**src/logic/wgsr_pkg.sv**
```systemverilog
// Constants and types shared by the waveform generator register bank
package wgsr_pkg;

  // ==========================================================
  // Register offsets and SRAM locations
  localparam logic [7:0] OFS_SEQ_CTRL = 8'h27;
  localparam logic [7:0] OFS_SRAM_PTR = 8'h2b;
  localparam logic [7:0] OFS_SRAM_DATA = 8'h2c;
  localparam logic [7:0] SRAM_WAVE_CFG = 8'h20;
  localparam logic [7:0] SRAM_WAVE_MAX = 8'h21;
  localparam logic [7:0] SRAM_WAVE_MIN = 8'h22;

  // ==========================================================
  // Field positions
  localparam int SEQ_EN_BIT = 0;
  localparam int SEQ_RUN_BIT = 1;
  localparam int SEQ_ABORT_BIT = 2;
  localparam int SHAPE_LSB = 8;
  localparam int CSTEP_LSB = 4;
  localparam int TSTEP_LSB = 0;
  localparam int LIMIT_LSB = 6;

  // ==========================================================
  // Reset values
  localparam logic [15:0] SEQ_CTRL_RST = 16'h0003;
  localparam logic [7:0] SRAM_PTR_RST = 8'h00;
  localparam logic [15:0] SRAM_DATA_RST = 16'h0000;
  localparam logic [15:0] WAVE_CFG_RST = 16'h007a;
  localparam logic [15:0] WAVE_MAX_RST = 16'hb900;
  localparam logic [15:0] WAVE_MIN_RST = 16'h1900;

  // ==========================================================
  // Shape codes
  localparam logic [2:0] SHAPE_TRI = 3'h0;
  localparam logic [2:0] SHAPE_SAW_UP = 3'h1;
  localparam logic [2:0] SHAPE_SAW_DN = 3'h2;
  localparam logic [2:0] SHAPE_OFF = 3'h7;

  // ==========================================================
  // Timing
  localparam int CLK_PERIOD_NS = 100;
  localparam int TSTEP_01_NS = 4000;
  localparam int TSTEP_02_NS = 8000;
  localparam int TSTEP_03_NS = 12000;
  localparam int TSTEP_04_NS = 18000;
  localparam int TSTEP_05_NS = 27040;
  localparam int TSTEP_06_NS = 40480;
  localparam int TSTEP_07_NS = 60720;
  localparam int TSTEP_08_NS = 91120;
  localparam int TSTEP_09_NS = 136720;
  localparam int TSTEP_10_NS = 277680;
  localparam int TSTEP_11_NS = 418640;
  localparam int TSTEP_12_NS = 575600;
  localparam int TSTEP_13_NS = 732560;
  localparam int TSTEP_14_NS = 2563920;
  localparam int TSTEP_15_NS = 5127920;

  function automatic int ns_to_cyc(input int t_ns);
    ns_to_cyc = (t_ns + CLK_PERIOD_NS - 1) / CLK_PERIOD_NS;
  endfunction

  localparam logic [15:0] TSTEP_01_CYC = 16'(ns_to_cyc(TSTEP_01_NS));
  localparam logic [15:0] TSTEP_02_CYC = 16'(ns_to_cyc(TSTEP_02_NS));
  localparam logic [15:0] TSTEP_03_CYC = 16'(ns_to_cyc(TSTEP_03_NS));
  localparam logic [15:0] TSTEP_04_CYC = 16'(ns_to_cyc(TSTEP_04_NS));
  localparam logic [15:0] TSTEP_05_CYC = 16'(ns_to_cyc(TSTEP_05_NS));
  localparam logic [15:0] TSTEP_06_CYC = 16'(ns_to_cyc(TSTEP_06_NS));
  localparam logic [15:0] TSTEP_07_CYC = 16'(ns_to_cyc(TSTEP_07_NS));
  localparam logic [15:0] TSTEP_08_CYC = 16'(ns_to_cyc(TSTEP_08_NS));
  localparam logic [15:0] TSTEP_09_CYC = 16'(ns_to_cyc(TSTEP_09_NS));
  localparam logic [15:0] TSTEP_10_CYC = 16'(ns_to_cyc(TSTEP_10_NS));

  // ==========================================================
  // Types
  typedef enum logic [1:0] {
    GEN_IDLE = 2'b01,
    GEN_RUN = 2'b10
  } wgsr_gen_t;

  typedef struct packed {
    logic abort;
    logic run;
    logic enable;
  } wgsr_seq_t;

  typedef struct packed {
    logic wr;
    logic rd;
    logic [7:0] addr;
    logic [15:0] wdata;
  } wgsr_req_t;

  typedef struct packed {
    logic valid;
    logic [15:0] data;
  } wgsr_rsp_t;

  typedef struct packed {
    wgsr_seq_t seq;
    logic [7:0] ptr;
    logic [15:0] cfg;
    logic [15:0] maxw;
    logic [15:0] minw;
    wgsr_gen_t gen;
    logic [9:0] code;
    logic down;
    logic [15:0] tcnt;
    logic [15:0] rdata;
    logic rvalid;
  } wgsr_state_t;

endpackage

```
**src/logic/wgsr_regs.sv**
```systemverilog
// Register bank with indirect SRAM window and waveform generator
// What this block does
// - Writing 1 to control bit 2 aborts the sequencer, 0 clears the abort, reset is 0.
// - Control bit 1 starts the sequencer when set and stops it when clear, only with enable.
// - Control bit 0 enables the sequencer when 1, disables it when 0, and resets to 1.
// - Writing bits 7-0 of the pointer register selects the SRAM word for the next access.
// - Each read or write through the data port advances the pointer by one.
// - A data port write stores the word at the pointer, a read returns the word there.
// - Shape field 10-8 picks triangle, rising saw, falling saw, or off with 111.
// - Code step field 6-4 sets 1, 2, 3, 4, 6, 8, 16 or 32 LSB per step.
// - Time step field 3-0 sets the dwell per step from 4 us up to 5127.92 us, 0 is invalid.
// - The waveform configuration word resets to 007Ah and the host keeps reserved bits zero.
// - The upper limit is bits 15-6 of the maximum word, resetting to 2E4h.
// - The lower limit is bits 15-6 of the SRAM word at 22h, resetting to 064h.
`timescale 1ns/100ps
`default_nettype none

module wgsr_regs #(
  parameter logic [15:0] TSTEP_11_CYC = 16'(wgsr_pkg::ns_to_cyc(wgsr_pkg::TSTEP_11_NS)),
  parameter logic [15:0] TSTEP_12_CYC = 16'(wgsr_pkg::ns_to_cyc(wgsr_pkg::TSTEP_12_NS)),
  parameter logic [15:0] TSTEP_13_CYC = 16'(wgsr_pkg::ns_to_cyc(wgsr_pkg::TSTEP_13_NS)),
  parameter logic [15:0] TSTEP_14_CYC = 16'(wgsr_pkg::ns_to_cyc(wgsr_pkg::TSTEP_14_NS)),
  parameter logic [15:0] TSTEP_15_CYC = 16'(wgsr_pkg::ns_to_cyc(wgsr_pkg::TSTEP_15_NS))
) (
  input wire logic clk,
  input wire logic rstn,
  input wire logic ce,
  input wire wgsr_pkg::wgsr_req_t req,
  output var wgsr_pkg::wgsr_rsp_t rsp,
  output var wgsr_pkg::wgsr_seq_t seq_ctrl,
  output logic [9:0] wave_code,
  output logic wave_active
);

  // ==========================================================
  // Reset image
  localparam wgsr_pkg::wgsr_state_t ST_RST = '{
    seq: wgsr_pkg::wgsr_seq_t'(wgsr_pkg::SEQ_CTRL_RST[2:0]),
    ptr: wgsr_pkg::SRAM_PTR_RST,
    cfg: wgsr_pkg::WAVE_CFG_RST,
    maxw: wgsr_pkg::WAVE_MAX_RST,
    minw: wgsr_pkg::WAVE_MIN_RST,
    gen: wgsr_pkg::GEN_IDLE,
    code: wgsr_pkg::WAVE_MIN_RST[15:6],
    down: 1'b0,
    tcnt: 16'h0000,
    rdata: wgsr_pkg::SRAM_DATA_RST,
    rvalid: 1'b0
  };

  wgsr_pkg::wgsr_state_t st_r;
  wgsr_pkg::wgsr_state_t st_nxt;
  logic [15:0] mem [256];
  logic mem_we;
  logic [15:0] sram_word;
  logic data_acc;
  logic [2:0] shape;
  logic shape_ok;
  logic gen_go;
  logic [10:0] step_v;
  logic [10:0] up_v;
  logic [10:0] dn_v;
  logic [10:0] hi_v;
  logic [10:0] lo_v;
  logic [15:0] dwell_v;

  // ==========================================================
  // Decoders
  function automatic logic [10:0] step_lsb(input logic [2:0] c);
    case (c)
      3'h4: step_lsb = 11'h006;
      3'h5: step_lsb = 11'h008;
      3'h6: step_lsb = 11'h010;
      3'h7: step_lsb = 11'h020;
      default: step_lsb = {8'h00, c} + 11'h001;
    endcase
  endfunction

  function automatic logic [15:0] dwell_cyc(input logic [3:0] c);
    case (c)
      4'h1: dwell_cyc = wgsr_pkg::TSTEP_01_CYC;
      4'h2: dwell_cyc = wgsr_pkg::TSTEP_02_CYC;
      4'h3: dwell_cyc = wgsr_pkg::TSTEP_03_CYC;
      4'h4: dwell_cyc = wgsr_pkg::TSTEP_04_CYC;
      4'h5: dwell_cyc = wgsr_pkg::TSTEP_05_CYC;
      4'h6: dwell_cyc = wgsr_pkg::TSTEP_06_CYC;
      4'h7: dwell_cyc = wgsr_pkg::TSTEP_07_CYC;
      4'h8: dwell_cyc = wgsr_pkg::TSTEP_08_CYC;
      4'h9: dwell_cyc = wgsr_pkg::TSTEP_09_CYC;
      4'ha: dwell_cyc = wgsr_pkg::TSTEP_10_CYC;
      4'hb: dwell_cyc = TSTEP_11_CYC;
      4'hc: dwell_cyc = TSTEP_12_CYC;
      4'hd: dwell_cyc = TSTEP_13_CYC;
      4'he: dwell_cyc = TSTEP_14_CYC;
      4'hf: dwell_cyc = TSTEP_15_CYC;
      default: dwell_cyc = 16'h0001;
    endcase
  endfunction

  // ==========================================================
  // Generator operands
  // shape decode
  assign shape = st_r.cfg[wgsr_pkg::SHAPE_LSB +: 3];
  assign shape_ok = (shape == wgsr_pkg::SHAPE_TRI) || (shape == wgsr_pkg::SHAPE_SAW_UP) ||
                    (shape == wgsr_pkg::SHAPE_SAW_DN);
  assign gen_go = st_r.seq.enable && st_r.seq.run && !st_r.seq.abort && shape_ok &&
                  (st_r.cfg[wgsr_pkg::TSTEP_LSB +: 4] != 4'h0);
  assign step_v = step_lsb(st_r.cfg[wgsr_pkg::CSTEP_LSB +: 3]);
  assign dwell_v = dwell_cyc(st_r.cfg[wgsr_pkg::TSTEP_LSB +: 4]);
  assign up_v = {1'b0, st_r.code} + step_v;
  assign dn_v = {1'b0, st_r.code} - step_v;
  assign hi_v = {1'b0, st_r.maxw[wgsr_pkg::LIMIT_LSB +: 10]};
  assign lo_v = {1'b0, st_r.minw[wgsr_pkg::LIMIT_LSB +: 10]};
  assign data_acc = (req.wr || req.rd) && (req.addr == wgsr_pkg::OFS_SRAM_DATA);

  // ==========================================================
  // SRAM array
  // waveform words live behind the window
  always_comb begin
    case (st_r.ptr)
      wgsr_pkg::SRAM_WAVE_CFG: sram_word = st_r.cfg;
      wgsr_pkg::SRAM_WAVE_MAX: sram_word = st_r.maxw;
      wgsr_pkg::SRAM_WAVE_MIN: sram_word = st_r.minw;
      default: sram_word = mem[st_r.ptr];
    endcase
  end

  assign mem_we = ce && req.wr && (req.addr == wgsr_pkg::OFS_SRAM_DATA);

  always_ff @(posedge clk) begin
    if (mem_we) begin
      mem[st_r.ptr] <= req.wdata;
    end
  end

  // ==========================================================
  // Next state
  always_comb begin
    st_nxt = st_r;
    st_nxt.rvalid = 1'b0;
    if (req.wr) begin
      case (req.addr)
        wgsr_pkg::OFS_SEQ_CTRL: st_nxt.seq = wgsr_pkg::wgsr_seq_t'(req.wdata[2:0]);
        wgsr_pkg::OFS_SRAM_PTR: st_nxt.ptr = req.wdata[7:0];
        wgsr_pkg::OFS_SRAM_DATA: begin
          case (st_r.ptr)
            wgsr_pkg::SRAM_WAVE_CFG: st_nxt.cfg = req.wdata;
            wgsr_pkg::SRAM_WAVE_MAX: st_nxt.maxw = req.wdata;
            wgsr_pkg::SRAM_WAVE_MIN: st_nxt.minw = req.wdata;
            default: st_nxt.cfg = st_r.cfg;
          endcase
        end
        default: st_nxt.ptr = st_r.ptr;
      endcase
    end else if (req.rd) begin
      st_nxt.rvalid = 1'b1;
      case (req.addr)
        wgsr_pkg::OFS_SEQ_CTRL: st_nxt.rdata = {13'h0000, st_r.seq};
        wgsr_pkg::OFS_SRAM_PTR: st_nxt.rdata = {8'h00, st_r.ptr};
        wgsr_pkg::OFS_SRAM_DATA: st_nxt.rdata = sram_word;
        default: st_nxt.rdata = 16'h0000;
      endcase
    end
    if (data_acc) begin
      st_nxt.ptr = st_r.ptr + 8'h01;
    end

    case (st_r.gen)
      wgsr_pkg::GEN_IDLE: begin
        if (gen_go) begin
          st_nxt.gen = wgsr_pkg::GEN_RUN;
          st_nxt.tcnt = dwell_v - 16'h0001;
        end
      end
      wgsr_pkg::GEN_RUN: begin
        if (!gen_go) begin
          st_nxt.gen = wgsr_pkg::GEN_IDLE;
        end else if (st_r.tcnt != 16'h0000) begin
          st_nxt.tcnt = st_r.tcnt - 16'h0001;
        end else begin
          st_nxt.tcnt = dwell_v - 16'h0001;
          case (shape)
            wgsr_pkg::SHAPE_TRI: begin
              if (!st_r.down) begin
                if (up_v >= hi_v) begin
                  st_nxt.code = hi_v[9:0];
                  st_nxt.down = 1'b1;
                end else begin
                  st_nxt.code = up_v[9:0];
                end
              end else if (dn_v[10] || (dn_v <= lo_v)) begin
                st_nxt.code = lo_v[9:0];
                st_nxt.down = 1'b0;
              end else begin
                st_nxt.code = dn_v[9:0];
              end
            end
            wgsr_pkg::SHAPE_SAW_UP: begin
              if ({1'b0, st_r.code} >= hi_v) begin
                st_nxt.code = lo_v[9:0];
              end else if (up_v > hi_v) begin
                st_nxt.code = hi_v[9:0];
              end else begin
                st_nxt.code = up_v[9:0];
              end
            end
            default: begin
              if ({1'b0, st_r.code} <= lo_v) begin
                st_nxt.code = hi_v[9:0];
              end else if (dn_v[10] || (dn_v < lo_v)) begin
                st_nxt.code = lo_v[9:0];
              end else begin
                st_nxt.code = dn_v[9:0];
              end
            end
          endcase
        end
      end
      default: st_nxt.gen = wgsr_pkg::GEN_IDLE;
    endcase
  end

  // ==========================================================
  // State register
  // whole state reset image
  always_ff @(posedge clk or negedge rstn) begin
    if (!rstn) begin
      st_r <= ST_RST;
    end else if (ce) begin
      st_r <= st_nxt;
    end
  end

  assign rsp = '{valid: st_r.rvalid, data: st_r.rdata};
  assign seq_ctrl = st_r.seq;
  assign wave_code = st_r.code;
  // Run state bit of the one-hot code, taken straight from the register
  assign wave_active = st_r.gen[1];

  // ==========================================================
  // Checks
  abort_stops_a: assert property (@(posedge clk) disable iff (!rstn)
    (ce && st_r.seq.abort) |=> (st_r.gen == wgsr_pkg::GEN_IDLE))
    else $error("Generator ran while aborted");

  run_needs_en_a: assert property (@(posedge clk) disable iff (!rstn)
    (st_r.gen == wgsr_pkg::GEN_RUN) |-> $past(st_r.seq.enable && st_r.seq.run))
    else $error("Generator ran without enable and start");

  disable_idles_a: assert property (@(posedge clk) disable iff (!rstn)
    (ce && req.wr && (req.addr == wgsr_pkg::OFS_SEQ_CTRL) && !req.wdata[0]) ##1 ce
    |=> (st_r.gen == wgsr_pkg::GEN_IDLE))
    else $error("Generator kept running after disable");

  ptr_load_a: assert property (@(posedge clk) disable iff (!rstn)
    (ce && req.wr && (req.addr == wgsr_pkg::OFS_SRAM_PTR)) |=> (st_r.ptr == $past(req.wdata[7:0])))
    else $error("Pointer not loaded");

  ptr_incr_a: assert property (@(posedge clk) disable iff (!rstn)
    (ce && data_acc) |=> (st_r.ptr == $past(st_r.ptr) + 8'h01))
    else $error("Pointer did not advance");

  data_read_a: assert property (@(posedge clk) disable iff (!rstn)
    (ce && req.rd && !req.wr && (req.addr == wgsr_pkg::OFS_SRAM_DATA)) |=>
    (rsp.valid && (rsp.data == $past(sram_word))))
    else $error("Data port read returned wrong word");

  shape_off_a: assert property (@(posedge clk) disable iff (!rstn)
    (ce && (shape == wgsr_pkg::SHAPE_OFF)) |=> !wave_active)
    else $error("Generator ran with shape off");

  saw_step_a: assert property (@(posedge clk) disable iff (!rstn)
    (ce && wave_active && gen_go && (st_r.tcnt == 16'h0000) &&
     (shape == wgsr_pkg::SHAPE_SAW_UP) && ({1'b0, st_r.code} < hi_v) && (up_v <= hi_v))
    |=> (wave_code == $past(up_v[9:0])))
    else $error("Code step size wrong");

  dwell_load_a: assert property (@(posedge clk) disable iff (!rstn)
    (ce && !wave_active && gen_go) |=> (wave_active && (st_r.tcnt == $past(dwell_v) - 16'h0001)))
    else $error("Dwell count not loaded on start");

  tri_bound_a: assert property (@(posedge clk) disable iff (!rstn)
    (ce && wave_active && gen_go && (st_r.tcnt == 16'h0000) && (shape == wgsr_pkg::SHAPE_TRI) &&
     ({1'b0, st_r.code} <= hi_v) && ({1'b0, st_r.code} >= lo_v) && (lo_v <= hi_v))
    |=> (({1'b0, wave_code} <= $past(hi_v)) && ({1'b0, wave_code} >= $past(lo_v))))
    else $error("Triangle left its limits");

  saw_wrap_a: assert property (@(posedge clk) disable iff (!rstn)
    (ce && wave_active && gen_go && (st_r.tcnt == 16'h0000) &&
     (shape == wgsr_pkg::SHAPE_SAW_UP) && ({1'b0, st_r.code} >= hi_v))
    |=> (wave_code == $past(lo_v[9:0])))
    else $error("Sawtooth did not wrap to minimum");

endmodule

`default_nettype wire

```
**config.mk**
```make
export PLATFORM = sky130hd
export DESIGN_NAME = wgsr_regs
export DESIGN_NICKNAME = d
export VERILOG_FILES = /design/src/logic/wgsr_pkg.sv /design/src/logic/wgsr_regs.sv
export SDC_FILE = /design/constraint.sdc
export NUM_CORES = 2
export LEC_CHECK = 0
export ABC_AREA = 1
export BUFFER_PORTS_ARGS = -buffer_cell sky130_fd_sc_hd__buf_4
export CAP_MARGIN = 20
export CELL_PAD_IN_SITES_DETAIL_PLACEMENT = 0
export CELL_PAD_IN_SITES_GLOBAL_PLACEMENT = 1
export CORE_UTILIZATION = 52
export CTS_BUF_LIST = sky130_fd_sc_hd__clkbuf_4 sky130_fd_sc_hd__clkbuf_8 sky130_fd_sc_hd__clkbuf_16
export DETAILED_ROUTE_END_ITERATION = 10
export GPL_ROUTABILITY_DRIVEN = 1
export PLACE_DENSITY_LB_ADDON = 0.1
export SLEW_MARGIN = 40
export SYNTH_ARGS = -nofsm -noshare
export SYNTH_HDL_FRONTEND = slang
export SYNTH_MEMORY_MAX_BITS = 65536
export SYNTH_SLANG_ARGS = --single-unit
```
**constraint.sdc**
```tcl
create_clock -name clk -period 5.5 [get_ports clk]
set_input_delay 0 -clock clk [delete_from_list [all_inputs] [get_ports clk]]
set_output_delay 0 -clock clk [all_outputs]
set_load 0.05 [all_outputs]
```
==> impl_metrics.env <==
export IMPL_worst_r2r_cell_count=21
export IMPL_clk_transition_reported_paths_ns=0.07
export IMPL_place_worst_setup_slack_ns=0.447
export IMPL_route_detailed_vias_per_inst=5.98
export IMPL_power_static_leakage_uw=0.0691
export IMPL_synthesis_area_um2=172000
export IMPL_worst_hold_slack_ns=0.0153
export IMPL_first_global_vias=111000
export IMPL_dp_hpwl_um=334000
export IMPL_worstSkewPairLatency_ns=1.02
export IMPL_finalPower_uw=72600
export IMPL_final_critical_path_setup_slack_ns=0.120
export IMPL_arrival_ns=6.25
export IMPL_synth_seq_area_share_pct=72.9
export IMPL_detail_route_wirelength_met1_um=228000
export IMPL_grt_ovfl_total=0
export IMPL_tritoncts="yes"
export IMPL_port_buffers=59
export IMPL_highest_signal_layer="met5"
export IMPL_cts_sinks=4201
export IMPL_reg2reg_setup_slack_ns=0.12
export IMPL_combinational_family_with_the_most_area_after_synthesis="simple AND/OR/NAND/NOR gates"
export IMPL_route_final_wire_length_um=560000
export IMPL_io_pin_count=60
export IMPL_compound_cell_area_share_of_the_yosys_netlist_pct=9.20
export IMPL_pin_count_of_the_biggest_net_entering_global_routing=154
export IMPL_synth_net_count=14800
export IMPL_timing_max_cap_violations=0
export IMPL_met2RoutedLength_um=255000
export IMPL_layout_area_overhead_vs_synth_pct=13.2
export IMPL_rows=211
export IMPL_filler_cell_count=26600
export IMPL_nNetsFinal=15100
export IMPL_hold_viol_final=0
export IMPL_syn_avg_cell_area_um2=11.8
export IMPL_worst_ep_required_time_ns=6.38
export IMPL_timing_worst_setup_path_type="reg2reg"
export IMPL_final_design_instance_area_without_fill_um2=195000
export IMPL_synth_largest_area_cell="edfxtp_1"
export IMPL_regToRegStartpoint="st_r[94]$_DFFE_PN0P_"
export IMPL_post_synth_inst_count=14700
export IMPL_dpl_cell_area_um2=180000
export IMPL_number_of_antenna_violations_at_the_first_check_in_global_routing=27
export IMPL_route_detailed_drc=0
export IMPL_period_minus_slack_ns=5.38
export IMPL_post_synth_fa_ha_maj_area_fraction_pct=0.531
export IMPL_fin_skew_ns=0.0960
export IMPL_antenna_left=0
export IMPL_grt_setup_unrepaired="no"
export IMPL_min_path_type="in2reg"
export IMPL_totalNegativeSetupSlack_ns=0
export IMPL_hold_path_startpoint="req[10]"
export IMPL_worstSetupStartpointType="flop"
export IMPL_grt_pass1_wl_um=799000
export IMPL_fmax_mhz=186
export IMPL_dieHeight_um=578
export IMPL_synth_top_cell_area_share_pct=71.3
export IMPL_gp_congestion=0.899
export IMPL_critPathMaxFanout=107
export IMPL_drtPass1Iterations=6
export IMPL_powerDensity_nw_per_um2=372
export IMPL_report_final_slew_viol_count=0
export IMPL_reg_to_reg_critical_path_endpoint="rsp[5]$_DFFE_PN0P_"
export IMPL_final_min_period_over_clock_period_pct=97.8
export IMPL_max_slew_worst_pin_slew_ns=0.925
export IMPL_worst_setup_path_startpoint="st_r[94]$_DFFE_PN0P_"
export IMPL_cts_htree_levels=5
export IMPL_detail_route_wl_per_cell_um=28.4
export IMPL_clockRootBuffer="clkbuf_16"
export IMPL_grt_total_usage_pct=33.2
export IMPL_die_w_um=578
export IMPL_yosys_cell_types_count=54
export IMPL_multiInputGateArea_um2=40600
export IMPL_synthXorXnorAreaFrac_pct=0.107
export IMPL_drt_iter0_markers=14700
export IMPL_synthesis_warning_total=0
export IMPL_outcome="completed"
export IMPL_final_seq_area_um2=126000
export IMPL_yosys_mux_area_fraction_pct=0
export IMPL_via_count=118000
export IMPL_yosys_top_cells_area="edfxtp_1 71%, nand2_1 6.3%, nor2_1 6.1%"
export IMPL_vdd_ir_drop_worst_uv=295
export IMPL_setup_viol=0
export IMPL_met3WireLength_um=51700
export IMPL_cts_buffers_inserted=432
export IMPL_yosys_area_share_simple_pct=13.6
export IMPL_crit_path_end_kind="flop"
export IMPL_final_layout_size_suffix_gt1_share_pct=10.1
export IMPL_core_box_area_um2=330000
export IMPL_synth_seq_cells=4201
export IMPL_initial_utilization_pct=52.2
export IMPL_ctsLongestPathBuffers=4
export IMPL_endpoint="rsp[5]$_DFFE_PN0P_"
export IMPL_slew_headroom_pct=37.7
export IMPL_die_area_um2=334000
[cell usage after synthesis (all sizes together)]
library cell,number
edfxtp,4096
nand2,2918
nor2,2837
o21ai,2202
buf,609
o22ai,592
inv,397
clkbuf,303
nand3,176
a21oi,108
nand4,102
dfrtp,86
ha,70
nor3,21
dfstp,19
clkinv,16
o211ai,16
xor2,16
a22o,14
a31oi,14
and2,9
a221oi,5
xnor2,5
a41oi,4
o31ai,4
a211oi,3
a22oi,3
nor4,3
o21a,3
o21bai,3
o221ai,3
a21boi,2
fa,2
o2111ai,2
and3,1
nand3b,1
nor3b,1
o2bb2ai,1
or3b,1
[layout make-up]
class | instances | area share (%)
inverter | 413 | 0.808
clock inverter | 290 | 1.52
sequential | 4201 | 64.3
antenna | 10 | 0.0128
tap | 4366 | 2.80
multi-input combinational | 9142 | 20.8
clock buffer | 514 | 5.91
timing repair buffer | 773 | 3.82
[where the power goes]
part	internal, µW	switching [µW]	leakage [µW]	total [µW]
registers	35100	32.5	0.0380	35100
clock network	17400	12500	0.00717	30000
logic	1880	5580	0.0239	7460
[per-stage QoR]
step	util, %	instances
after floorplan	-	14700
after global placement	54.4	18800
after detailed placement	54.5	18800
after CTS	59.0	19700
after global routing	59.1	19700
final	59.1	19700
[flip-flops by register name (all words and copies together), names as in the netlist]
register / cells
mem: 4096
st_r: 51
rsp: 17
hi_v: 10
lo_v: 10
wave_code: 10
seq_ctrl: 3
shape: 3
wave_active: 1
[metal layers]
metal  global-route usage, %  vias to the layer above
met5                       0                        -
met4                    13.0                       18
met3                    5.75                      955
met2                    51.6                     5529
met1                    46.9                    59100
li1                        -                    52200
[worst max-delay path, stage by stage, from the launching register on]
cell and delay [ns]:
dfrtp_4 0.68, buf_12 0.35, buf_12 0.42, buf_12 0.34
nand2_1 0.11, nand3_1 0.09, nand2_1 0.07, nand2_1 0.06
nand2_1 0.15, o21ai_0 0.27, nand2_1 0.16, nor2_1 0.21
nor2_1 0.15, nor2_1 0.63, nand2_1 0.30, nand2_1 0.20
nand2_1 0.06, nand2_1 0.07, nand2_1 0.05, dlygate4sd3_1 0.56
nand2_1 0.07, nand2_1 0.05
[worst min path at each step]
stage,cells after the start,to,slack (ns)
finish,2,mem[113][10]$_DFFE_PP_,0.02
global route,2,mem[113][10]$_DFFE_PP_,0.004
CTS,8,rsp[7]$_DFFE_PN0P_,0.01
detailed placement,1,wave_code[1]$_DFFE_PN0P_,0.07
global placement,1,st_r[33]$_DFFE_PN0P_,0.05
floorplan,0,hi_v[0]$_DFFE_PN0P_,-0.30
[kinds of logic after synthesis]
| family | after synthesis |
|---|---|
| xor+xnor | 21 |
| compound gates | 2979 |
| buf+inv | 1325 |
| flops | 4201 |
| fa+ha+maj | 72 |
| simple gates | 6070 |
[layout by cell type (no fill, tap or decap), types with 7 or more instances in the layout]
cell / n
a21oi_1: 107
a22o_1: 14
a31oi_1: 13
buf_12: 89
buf_16: 15
buf_4: 608
buf_6: 9
buf_8: 16
bufinv_16: 53
clkbuf_16: 438
clkbuf_4: 75
clkinv_1: 127
clkinv_2: 81
clkinv_8: 7
clkinvlp_4: 19
dfrtp_1: 84
dfstp_2: 19
diode_2: 10
dlygate4sd3_1: 35
edfxtp_1: 4096
ha_1: 70
inv_1: 379
inv_2: 15
inv_6: 8
nand2_1: 2901
nand2_2: 11
nand3_1: 173
nand4_1: 102
nor2_1: 2798
nor2_2: 25
nor2_4: 14
nor3_1: 14
o211ai_1: 16
o21ai_0: 2102
o21ai_1: 99
o22ai_1: 591
xor2_1: 16
[what timing repair did]
| item | 4_1_cts | 5_1_grt |
|---|---|---|
| gates resized for setup | 0 | 0 |
| endpoints found under the setup margin | 0 | 2 |
| hold buffers | 36 | 2 |
| hold endpoints to repair | 2993 | 31 |
| buffers inserted | 0 | 5 |
(Power assumes the default switching activity.)
